<file path="src/e1ac_defs.vh">
// e1ac_defs.vh: register offsets, bit positions and timing counts for the e1ac block.
// assumes a byte-wide parallel control port and a 125 MHz core clock.
`ifndef E1AC_DEFS_VH
`define E1AC_DEFS_VH
`define E1AC_ADDR_ALARM 8'h1A
`define E1AC_ADDR_SIGCLK 8'h1B
`define E1AC_ADDR_LBMON 8'hA8
`define E1AC_ALARM_RST 8'h00
`define E1AC_SIGCLK_RST 8'h00
`define E1AC_LBMON_RST 8'h00
`define E1AC_SIGCLK_WMASK 8'hEF
`define E1AC_LBMON_WMASK 8'h9F
`define E1AC_B_AAIS 5
`define E1AC_B_ARA 4
`define E1AC_B_TX_ELASTIC_STORE_ENABLE 7
`define E1AC_B_TX_BLOCK_FUNCTION_SELECT 6
`define E1AC_B_RX_SIGNALING_REINSERT_ENABLE 3
`define E1AC_B_TX_HW_SIGNALING_INSERT_ENABLE 2
`define E1AC_B_TX_BACKPLANE_CLOCK_SELECT 1
`define E1AC_B_CARRIER_LOSS_ALT_CRITERIA 0
`define E1AC_B_RLB 7
`define E1AC_F_TCM_HI 4
`define E1AC_F_TCM_LO 0
`define E1AC_ZEROS_STD 12'h0FF
`define E1AC_ZEROS_ALT 12'h800
`define E1AC_MF_SHORT_MS 128
`define E1AC_MF_LONG_MS 400
`define E1AC_CLK_KHZ 125000
`endif

</file>
<file path="src/e1ac_control.v">
// e1ac_control.v: automatic alarm control and common control registers of one e1 framer.
// assumes line-side status and bit strobes are on clk; port write signals are synchronised here, reads are not.
`timescale 1ns/100ps
`include "e1ac_defs.vh"

// Behaviour
// - with auto ais on, all ones go out on frame loss, ais received or carrier loss.
// - with auto rai on, rai goes out on those same causes or missing crc4 multiframe in 128 ms.
// - with auto rai on and crc4 multiframe still missing after 400 ms, rai is sent constantly.
// - block function select routes the channel block registers to the pin or to signaling.
// - receive signaling reinsert puts signaling back into the receive serial stream when set.
// - transmit hardware signaling insert merges the signaling pin into transmit data when set.
// - the backplane clock select picks 1.544 or 2.048 MHz operation.
// - carrier loss needs 255 zeros, or 2048 with the alternate criteria bit.
// - the remote loopback bit enables loopback when one.
module e1ac_control #(
  parameter MF_SHORT_CYCLES = `E1AC_MF_SHORT_MS * `E1AC_CLK_KHZ,
  parameter MF_LONG_CYCLES = `E1AC_MF_LONG_MS * `E1AC_CLK_KHZ
)(
  input wire clk,
  input wire rst_n,
  input wire cs_n,
  input wire wr_n,
  input wire rd_n,
  input wire [7:0] addr,
  input wire [7:0] wdata,
  output reg [7:0] rdata,
  input wire rx_frame_loss,
  input wire rx_ais_detect,
  input wire rx_bit_strobe,
  input wire rx_bit_data,
  input wire crc4_enable,
  input wire rx_fas_sync,
  input wire rx_mf_sync,
  input wire rx_sig_bit_slot,
  input wire rx_sig_bit,
  input wire rx_data_in,
  input wire tx_sig_bit_slot,
  input wire tx_signaling_in,
  input wire tx_serial_in,
  input wire [4:0] tx_slot,
  input wire tx_slot_data_valid,
  input wire [7:0] tx_slot_data,
  input wire [31:0] tx_channel_block_regs,
  output reg rx_carrier_loss,
  output reg tx_send_ais,
  output reg tx_send_rai,
  output reg rx_serial_out,
  output reg tx_data_out,
  output reg tx_channel_block_out,
  output reg tx_sig_insert_select,
  output reg tx_elastic_store_enable,
  output reg tx_backplane_clock_select,
  output reg remote_loopback,
  output reg [7:0] tx_channel_monitor_reg
);

reg [7:0] alarm_control_register;
reg [7:0] signaling_and_clock_control;
reg [7:0] loopback_and_monitor_select;
reg [1:0] wr_sync;
reg wr_seen;
reg [7:0] addr_sync1;
reg [7:0] addr_sync2;
reg [7:0] wdata_sync1;
reg [7:0] wdata_sync2;
reg [11:0] zero_count;
reg [31:0] mf_count;
reg mf_short_late;
reg mf_long_late;
wire write_now;
wire aais;
wire ara;
wire common_cause;
wire [11:0] zero_limit;

////////////////////////////////////////////////////////////////////////////////
// control port: write strobe is asynchronous, so it is synchronised and edge taken once

assign write_now = wr_sync[1] & ~wr_seen;

always @(posedge clk or negedge rst_n)
begin
  if (!rst_n)
  begin
    wr_sync <= 2'h0;
    wr_seen <= 1'b0;
    addr_sync1 <= 8'h00;
    addr_sync2 <= 8'h00;
    wdata_sync1 <= 8'h00;
    wdata_sync2 <= 8'h00;
    alarm_control_register <= `E1AC_ALARM_RST;
    signaling_and_clock_control <= `E1AC_SIGCLK_RST;
    loopback_and_monitor_select <= `E1AC_LBMON_RST;
  end
  else
  begin
    wr_sync <= {wr_sync[0], ~cs_n & ~wr_n};
    wr_seen <= wr_sync[1];
    // address and data pass the same two stages as the strobe, so all three line up
    addr_sync1 <= addr;
    addr_sync2 <= addr_sync1;
    wdata_sync1 <= wdata;
    wdata_sync2 <= wdata_sync1;
    if (write_now)
    begin
      case (addr_sync2)
        `E1AC_ADDR_ALARM: alarm_control_register <= wdata_sync2;
        `E1AC_ADDR_SIGCLK: signaling_and_clock_control <= wdata_sync2 & `E1AC_SIGCLK_WMASK;
        `E1AC_ADDR_LBMON: loopback_and_monitor_select <= wdata_sync2 & `E1AC_LBMON_WMASK;
        default: ;
      endcase
    end
  end
end

// reads are combinational from register contents; unmapped addresses read zero
always @*
begin
  rdata = 8'h00;
  if (!cs_n && !rd_n)
  begin
    case (addr)
      `E1AC_ADDR_ALARM: rdata = alarm_control_register;
      `E1AC_ADDR_SIGCLK: rdata = signaling_and_clock_control;
      `E1AC_ADDR_LBMON: rdata = loopback_and_monitor_select;
      default: rdata = 8'h00;
    endcase
  end
end

////////////////////////////////////////////////////////////////////////////////
// carrier loss and crc4 multiframe timers

assign zero_limit = signaling_and_clock_control[`E1AC_B_CARRIER_LOSS_ALT_CRITERIA] ? `E1AC_ZEROS_ALT : `E1AC_ZEROS_STD;

always @(posedge clk or negedge rst_n)
begin
  if (!rst_n)
  begin
    zero_count <= 12'h000;
    rx_carrier_loss <= 1'b0;
    mf_count <= 32'h0000_0000;
    mf_short_late <= 1'b0;
    mf_long_late <= 1'b0;
  end
  else
  begin
    // a one ends the run; the clear wins so the stale count cannot raise loss again
    if (rx_bit_strobe && rx_bit_data)
    begin
      zero_count <= 12'h000;
      rx_carrier_loss <= 1'b0;
    end
    else
    begin
      if (rx_bit_strobe && zero_count < zero_limit)
        zero_count <= zero_count + 12'h001;
      if (zero_count >= zero_limit)
        rx_carrier_loss <= 1'b1;
    end
    if (!crc4_enable || !rx_fas_sync)
    begin
      mf_count <= 32'h0000_0000;
      mf_short_late <= 1'b0;
      mf_long_late <= 1'b0;
    end
    else if (rx_mf_sync)
    begin
      // constant rai outlives a late multiframe find; only losing fas or crc4 mode ends it
      mf_count <= 32'h0000_0000;
      mf_short_late <= 1'b0;
    end
    else
    begin
      if (mf_count < MF_LONG_CYCLES)
        mf_count <= mf_count + 32'h0000_0001;
      if (mf_count >= MF_SHORT_CYCLES)
        mf_short_late <= 1'b1;
      if (mf_count >= MF_LONG_CYCLES)
        mf_long_late <= 1'b1;
    end
  end
end

////////////////////////////////////////////////////////////////////////////////
// alarm generation and data path steering

assign aais = alarm_control_register[`E1AC_B_AAIS];
assign ara = alarm_control_register[`E1AC_B_ARA];
assign common_cause = rx_frame_loss | rx_ais_detect | rx_carrier_loss;

always @(posedge clk or negedge rst_n)
begin
  if (!rst_n)
  begin
    tx_send_ais <= 1'b0;
    tx_send_rai <= 1'b0;
    rx_serial_out <= 1'b0;
    tx_data_out <= 1'b0;
    tx_channel_block_out <= 1'b0;
    tx_sig_insert_select <= 1'b0;
    tx_elastic_store_enable <= 1'b0;
    tx_backplane_clock_select <= 1'b0;
    remote_loopback <= 1'b0;
    tx_channel_monitor_reg <= 8'h00;
  end
  else
  begin
    // auto ais; both enables set is illegal, ais then wins
    tx_send_ais <= aais & common_cause;
    tx_send_rai <= ara & ~aais & (common_cause | mf_short_late | mf_long_late);
    rx_serial_out <= (signaling_and_clock_control[`E1AC_B_RX_SIGNALING_REINSERT_ENABLE] & rx_sig_bit_slot) ?
                     rx_sig_bit : rx_data_in;
    tx_data_out <= (signaling_and_clock_control[`E1AC_B_TX_HW_SIGNALING_INSERT_ENABLE] & tx_sig_bit_slot) ?
                   tx_signaling_in : tx_serial_in;
    tx_channel_block_out <= ~signaling_and_clock_control[`E1AC_B_TX_BLOCK_FUNCTION_SELECT] &
                            tx_channel_block_regs[tx_slot];
    tx_sig_insert_select <= signaling_and_clock_control[`E1AC_B_TX_BLOCK_FUNCTION_SELECT] &
                            tx_channel_block_regs[tx_slot];
    tx_elastic_store_enable <= signaling_and_clock_control[`E1AC_B_TX_ELASTIC_STORE_ENABLE];
    tx_backplane_clock_select <= signaling_and_clock_control[`E1AC_B_TX_BACKPLANE_CLOCK_SELECT];
    remote_loopback <= loopback_and_monitor_select[`E1AC_B_RLB];
    if (tx_slot_data_valid &&
        tx_slot == loopback_and_monitor_select[`E1AC_F_TCM_HI:`E1AC_F_TCM_LO])
      tx_channel_monitor_reg <= tx_slot_data;
  end
end

endmodule

</file>
<file path="config.mk">
export PLATFORM = sky130hd
export DESIGN_NAME = e1ac_control
export DESIGN_NICKNAME = d
export VERILOG_FILES = /design/src/e1ac_control.v
export VERILOG_INCLUDE_DIRS = /design/src
export SDC_FILE = /design/constraint.sdc
export NUM_CORES = 1
export LEC_CHECK = 0
export BUFFER_PORTS_ARGS = -buffer_cell sky130_fd_sc_hd__buf_2
export CAP_MARGIN = 20
export CORE_UTILIZATION = 49
export DETAILED_ROUTE_END_ITERATION = 7
export PLACE_DENSITY = 0.75
export RECOVER_POWER = 25
export SLEW_MARGIN = 20
export SYNTH_ARGS = -nofsm -noshare
export SYNTH_HDL_FRONTEND = slang
export SYNTH_SLANG_ARGS = --single-unit
</file>
<file path="constraint.sdc">
create_clock -name clk -period 2.4 [get_ports clk]
set_input_delay 0.72 -clock clk [delete_from_list [all_inputs] [get_ports clk]]
set_output_delay 0.72 -clock clk [all_outputs]
set_load 0.01 [all_outputs]
</file>
==> results of run 1 <==
-- stage by stage --
step | hold slack [ns] | area (sq um) | setup slack (ns) | TNS (ns) | std cells
after floorplan | 0.331 | 5520 | -0.00739 | -0.00739 | 482
after global placement | 0.332 | 6390 | -0.0628 | -0.410 | 737
after detailed placement | 0.335 | 6390 | -0.138 | -1.51 | 737
after CTS | 0.0675 | 7160 | -0.0642 | -0.358 | 770
after global routing | 0.290 | 7220 | -0.139 | -1.31 | 772
final | 0.317 | 7220 | -0.0850 | -0.564 | 772
-- power by group --
part           internal (W)  total, W  leakage, nW  switching (W)
Clock               0.00184   0.00269        0.313       0.000851
Sequential          0.00211   0.00216         1.58      0.0000527
Combinational      0.000186  0.000385         1.46       0.000199
-- cells in the mapped netlist, types with 3 or more instances --
cell type,number,area share
and3_2,3,0.0041
ha_1,12,0.027
nor2_1,38,0.026
dfrtp_1,120,0.55
or3_1,12,0.014
or2_2,3,0.0034
nand3_1,24,0.022
mux2i_1,10,0.018
or4_1,12,0.016
nor3b_1,4,0.0055
nand2_1,23,0.016
o21ai_0,13,0.012
o31ai_1,9,0.012
inv_1,12,0.0082
nor2b_1,3,0.0034
xor2_1,11,0.018
xnor2_1,7,0.011
and3_1,6,0.0068
mux4_2,5,0.020
a21oi_1,24,0.022
clkbuf_1,11,0.0075
and2_1,9,0.010
nand4_1,13,0.015
o211ai_1,5,0.0068
nor3_1,11,0.010
mux2_2,36,0.074
nor4_1,7,0.0080
a22oi_1,6,0.0082
buf_1,3,0.0020
-- layer usage --
metal | global-route usage | up-vias | wire (um)
met5 | 0 | - | 0
met4 | 0.0939 | 0 | 238
met3 | 0.0555 | 18 | 527
met2 | 0.389 | 130 | 6750
met1 | 0.295 | 2121 | 5360
li1 | - | 2040 | -
-- how the worst min path moves through the flow --
stage                                    end  slack, ns
finish              wdata_sync1[4]$_DFF_PN0_       0.32
global route        wdata_sync1[4]$_DFF_PN0_       0.29
CTS                  addr_sync1[5]$_DFF_PN0_       0.07
detailed placement  wdata_sync2[4]$_DFF_PN0_       0.33
global placement     addr_sync2[0]$_DFF_PN0_       0.33
floorplan            addr_sync2[0]$_DFF_PN0_       0.33
-- layout make-up --
type	count	area, sq um	share of cell area
clock buffers	24	500	0.0693
clock inverters	7	138	0.0191
inverters	12	45.0	0.00624
multi-input cells	334	2560	0.355
well taps	140	175	0.0243
repair buffers	135	793	0.110
flip-flops and latches	120	3000	0.416
-- critical path: cells and delay by family --
| family | cells | cell delay (ns) |
|---|---|---|
| and+or+nand+nor | 4 | 0.51 |
| buffers and inverters | 3 | 0.43 |
| AOI/OAI and AO/OA | 1 | 0.10 |
-- logic make-up (layout without fill, tap and decap cells) --
| group | Yosys count | in the layout |
|---|---|---|
| buf+inv | 29 | 178 |
| mux | 51 | 51 |
| simple gates | 181 | 182 |
| xor+xnor | 18 | 18 |
| flops | 120 | 120 |
| fa+ha+maj | 12 | 12 |
| compound gates | 71 | 71 |
-- timing repair --
item                       in CTS  in global routing
gates cloned                    1                  0
hold buffers                    0                  0
pin swaps                      25                 12
gates resized for setup        28                 19
setup endpoints to repair      17                 21
setup buffers                   2                  2
==> metrics.txt, run 1 <==
Max VDD drop=between 0.5 and 0.6 mV; Slew @ Worst Pin=around 1.1 ns; initial core utilization=0.506; slack of the worst reg-to-reg path=-0.06 ns; biggest regs=mf_count (32), zero_count (12); Finished Core Util=0.663; Setup violations, final=12; core area=0.0109 sq mm; die area=roughly 0.012 sq mm; post-synthesis compound-gate area fraction=0.0830; Max-cap violations=0; DR vias=4309; CP endpoint=rdata[4]; #FFs+latches synth=120; I/O Buffers=between 100 and 150; CTS tree=done; most frequent cells in the layout=dfrtp_1, buf_2, mux2_2; fin. max-slew vios=0; post-route minimum period=2.48 ns; final wirelength=12900 um; Die Wd=108 um; fraction of registers with async set/reset=1.00; Final WS setup=-0.0850 ns; predominant post-synthesis flop cell=dfrtp_1; Synth Area in Simple Gates=0.181; diode count=0; vias in the first global route=approximately 4300; Layout area overhead=31.1%; clock root buffer=clkbuf_8; row count=38; Setup crit end kind=output port; Worst EP arrival=1.76 ns; max incr delay on CP=approximately 0.20 ns; P per Cell Area=slightly above 700 mW/mm^2; # DRC=0; Clock Latency Late Sink=between 0.5 and 0.6 ns; fillers=approximately 810; post-synthesis sequential area ratio=0.546; clock sinks=120; HPWL Detailed=8700 um; reg2reg start=signaling_and_clock_control[0]$_DFFE_PN0P_; skew final=~0.0077 ns; reg2reg end=zero_count[9]$_DFFE_PN0P_; mapped cell area=approximately 0.0055 sq mm; post-synthesis cell type count=between 50 and 60; GP Congestion=between 0.8 and 0.9; Max Root-Sink Buffers=2; R2R cell count=7; H-tree Lvls=4; Synth warnings=0; die height=108 um; max FFs per register=32; final net count=712; total power=~0.0052 W; hold-critical path depth=1; layout cell share with drive strength beyond 1=0.388; RSZ-0062 raised after global routing=yes; Syn Inst Count=approximately 480; grt ovf=0; Hold Crit Class=in -> reg; post-synthesis area per instance=around 11 sq um; Post-Synth XOR/XNOR Area=0.0286; post-route ant nets=0; Reg with most FFs=mf_count; Synth Area in Adders=0.0273; Max transition margin=0.255; Setup crit start=addr[2]; Final period util=1.04; via density per instance=5.58; Critical Path Start Type=input port; commonest non-fill, non-tap cell in the layout=dfrtp_1; pin count of the biggest net entering global routing=54; status=finished with violations; Iter 0 DRT Violations=262; DRT Pass-1 Iters=4; GRT Overall Usage=0.234; worst setup path category=in -> out; Fmax=around 0.40 GHz; multiplexer share of the synthesized area=0.112; CP required=approximately 1.7 ns; main combinational cell family by area after synthesis=simple AND/OR/NAND/NOR gates; Hold Crit Start=wdata[4]; Clock transition at path regs=~0.050 ns; number of synthesized flops with an enable pin=0; Lkg Pwr=between 3 and 4 nW; Synthesized Nets=approximately 570; failing checks=negative setup slack; Crit Path Max Fanout=7; WL per Instance=~17 um; final hold vios=0; initial antenna violation count=0; first-pass GRT wire length=20900 um; Max stage delay cell, worst path=nor4_4; io pins=~110; Num CTS Buffers=17; CP Cell Sequence=clkbuf_1 -> nor2_4 -> nand2_4 -> nor4_4 -> buf_6 -> a32oi_1 -> nor2_1 -> buf_2
No activity file was read; power rests on OpenSTA's default activity.
==> run 2, diff against run 1 <==
ABC_AREA = 1   (was default)
PLACE_DENSITY = 0.74   (was 0.75)
==> run 2 against run 1 <==
  * The run still ends with negative setup slack left
  * Combinational power up 34%
  * Flip-flop and latch count unchanged
  * Fmax is 2.6% lower
  * Critical path depth rose by 2
  * Die area grew 9.7%
  * Worst setup slack worse by 0.066 ns
  * Sequential power grew 3%
  * Clock skew fell by 0.0014 ns
  * Worst hold slack worse by 0.085 ns
  * Critical path type unchanged
  * Critical endpoint is now rdata[3]
  * Largest power group unchanged
==> metrics.txt, run 2 <==
setup TNS=-0.928 ns; biggest regs=mf_count (32), zero_count (12); failing checks=negative setup slack; worst setup path category=in -> out; core area=between 0.01 and 0.015 sq mm; CTS tree=done; Clock Latency Late Sink=roughly 0.42 ns; DRT Pass-1 Iters=5; Num CTS Buffers=17; Iter 0 DRT Violations=between 200 and 300; synth top area cells=dfrtp_1, nand2_1, nand3_1; number of synthesized flops with an enable pin=0; post-synthesis sequential area ratio=0.496; skew final=0.00625 ns; Final period util=1.06; status=finished with violations; CP Cell Sequence=buf_8 -> nor2_4 -> nand4_1 -> nor3_2 -> buf_4 -> nand2_1 -> o211ai_1 -> nand2_1 -> inv_1 -> buf_2; Post-synth top cells=nand2_1, dfrtp_1, inv_1; multi-input logic area=roughly 0.0026 sq mm; post-synthesis area per instance=7.86 sq um; fillers=just over 1000; fin. max-slew vios=0; diode count=0; DR vias=5425; WL per Instance=between 10 and 15 um; post-synthesis cell type count=37; initial antenna violation count=0; commonest non-fill, non-tap cell in the layout=nand2_1; CP required=roughly 1.7 ns; HPWL Detailed=9840 um; Synth warnings=0; Yosys top cell by area=dfrtp_1; Crit Path Max Fanout=8; Die Wd=113 um; final wirelength=approximately 14000 um; CTS hold repair buffers=0; Crit path top cell by count=nand2_1; Fmax=0.392 GHz; sequential cell area=roughly 0.003 sq mm; first-pass GRT wire length=around 24000 um; Max stage delay cell, worst path=buf_4; io pins=106; die area=around 0.013 sq mm; Max Root-Sink Buffers=2; max incr delay on CP=~0.19 ns; die height=between 100 and 150 um; # DRC=0; final net count=981; post-route ant nets=0; I/O Buffers=roughly 110; Layout area overhead=24.3%; row count=40; Syn Inst Count=770; most frequent cells in the layout=nand2_1, dfrtp_1, buf_2; mapped cell area=0.00605 sq mm; Max VDD drop=around 0.41 mV; count leader, synth=nand2_1; Hold Crit Class=in -> async; Critical Path Start Type=input port; post-route minimum period=2.55 ns; max FFs per register=32; GP Congestion=roughly 0.88; Final WS setup=-0.151 ns; vias in the first global route=between 5000 and 6000; Final Instance Count excl. Fillers=roughly 1000; layout cell share with drive strength beyond 1=0.193; Max-cap violations=0; fraction of registers with async set/reset=1.00; P per Cell Area=roughly 750 mW/mm^2; grt ovf=0; CP top delay family=simple AND/OR/NAND/NOR gates; predominant post-synthesis flop cell=dfrtp_1; initial core utilization=0.504; Worst EP arrival=roughly 1.8 ns; RSZ-0062 raised after global routing=yes; Setup violations, final=8; Synthesized Nets=862; GRT Overall Usage=0.238; Slew @ Worst Pin=0.510 ns; #FFs+latches synth=120; via density per instance=approximately 5.2; CP Buf/Inv Count=4; H-tree Lvls=4; clock sinks=between 100 and 150; clock root buffer=clkbuf_16; dpl cells=1016; final hold vios=0; pin count of the biggest net entering global routing=between 50 and 60; Synth top area share=0.496; Reg with most FFs=mf_count; Setup crit end kind=output port; Lkg Pwr=3.82 nW; Clock transition at path regs=~0.05 ns; Max transition margin=0.659
==> run 2: metrics by stage <==
stage	power, W	area [sq um]	setup slack, ns	utilization	hold WS, ns
after global routing	0.00590	7520	-0.278	0.626	0.254
after global placement	0.00275	6780	-0.195	0.564	0.333
final	0.00567	7520	-0.151	0.626	0.232
after CTS	0.00570	7490	-0.166	0.623	0.238
after detailed placement	0.00276	6780	-0.220	0.564	0.335
after floorplan	0.00251	6050	0.134	-	0.331
==> run 2: power breakdown <==
group	internal, W	total (W)	switching (W)
clock network	0.00202	0.00293	0.000909
registers	0.00213	0.00222	0.0000876
logic	0.000210	0.000516	0.000306
total	0.00437	0.00567	0.00130
==> run 2: per-layer routing <==
| metal | GRT usage | vias up | part of all wire |
|---|---|---|---|
| met1 | 0.288 | 2515 | 0.45 |
| li1 | - | 2734 | - |
| met2 | 0.403 | 155 | 0.48 |
| met4 | 0.0956 | 0 | 0.017 |
| met5 | 0 | - | 0 |
| met3 | 0.0637 | 21 | 0.055 |
==> run 2: area by class of cell <==
| type | instances | share of cell area |
|---|---|---|
| clock buffers | 20 | 0.0620 |
| clock inverters | 12 | 0.0293 |
| inverters | 90 | 0.0459 |
| multi-input cells | 543 | 0.350 |
| flip-flops and latches | 120 | 0.399 |
| well taps | 147 | 0.0244 |
| repair buffers | 117 | 0.0893 |
==> run 2: kinds of logic after synthesis <==
logic type | Yosys count | synth area share
xor gates and xnor gates | 18 | 0.0261
buffers and inverters | 107 | 0.0724
AOI/OAI and AO/OA | 75 | 0.0691
DFF | 120 | 0.496
and+or+nand+nor | 438 | 0.311
adders and majority gates | 12 | 0.0248
==> run 2: path summary, 6_finish.rpt <==
kind | startpoint | endpoint | slack (ns) | cells after the start
max in group asynchronous | rst_n | mf_count[3]$_DFFE_PN0P_ | 1.57 | 2
hold reg to reg | wdata_sync1[7]$_DFF_PN0_ | wdata_sync2[7]$_DFF_PN0_ | 0.34 | 0
hold / removal | rst_n | tx_channel_monitor_reg[2]$_DFFE_PN0P_ | 0.23 | 1
setup reg to reg | signaling_and_clock_control[0]$_DFFE_PN0P_ | zero_count[11]$_DFFE_PN0P_ | 0.40 | 9
setup / recovery | addr[5] | rdata[3] | -0.15 | 10
min in group clk | wdata_sync1[7]$_DFF_PN0_ | wdata_sync2[7]$_DFF_PN0_ | 0.34 | 0
==> run 2: timing repair <==
item | in CTS | in global routing
buffers inserted | 1 | 0
pin swaps | 2 | 4
cloned | 0 | 0
endpoints found under the hold margin | 0 | 0
endpoints found under the setup margin | 8 | 8
resized for setup | 6 | 10
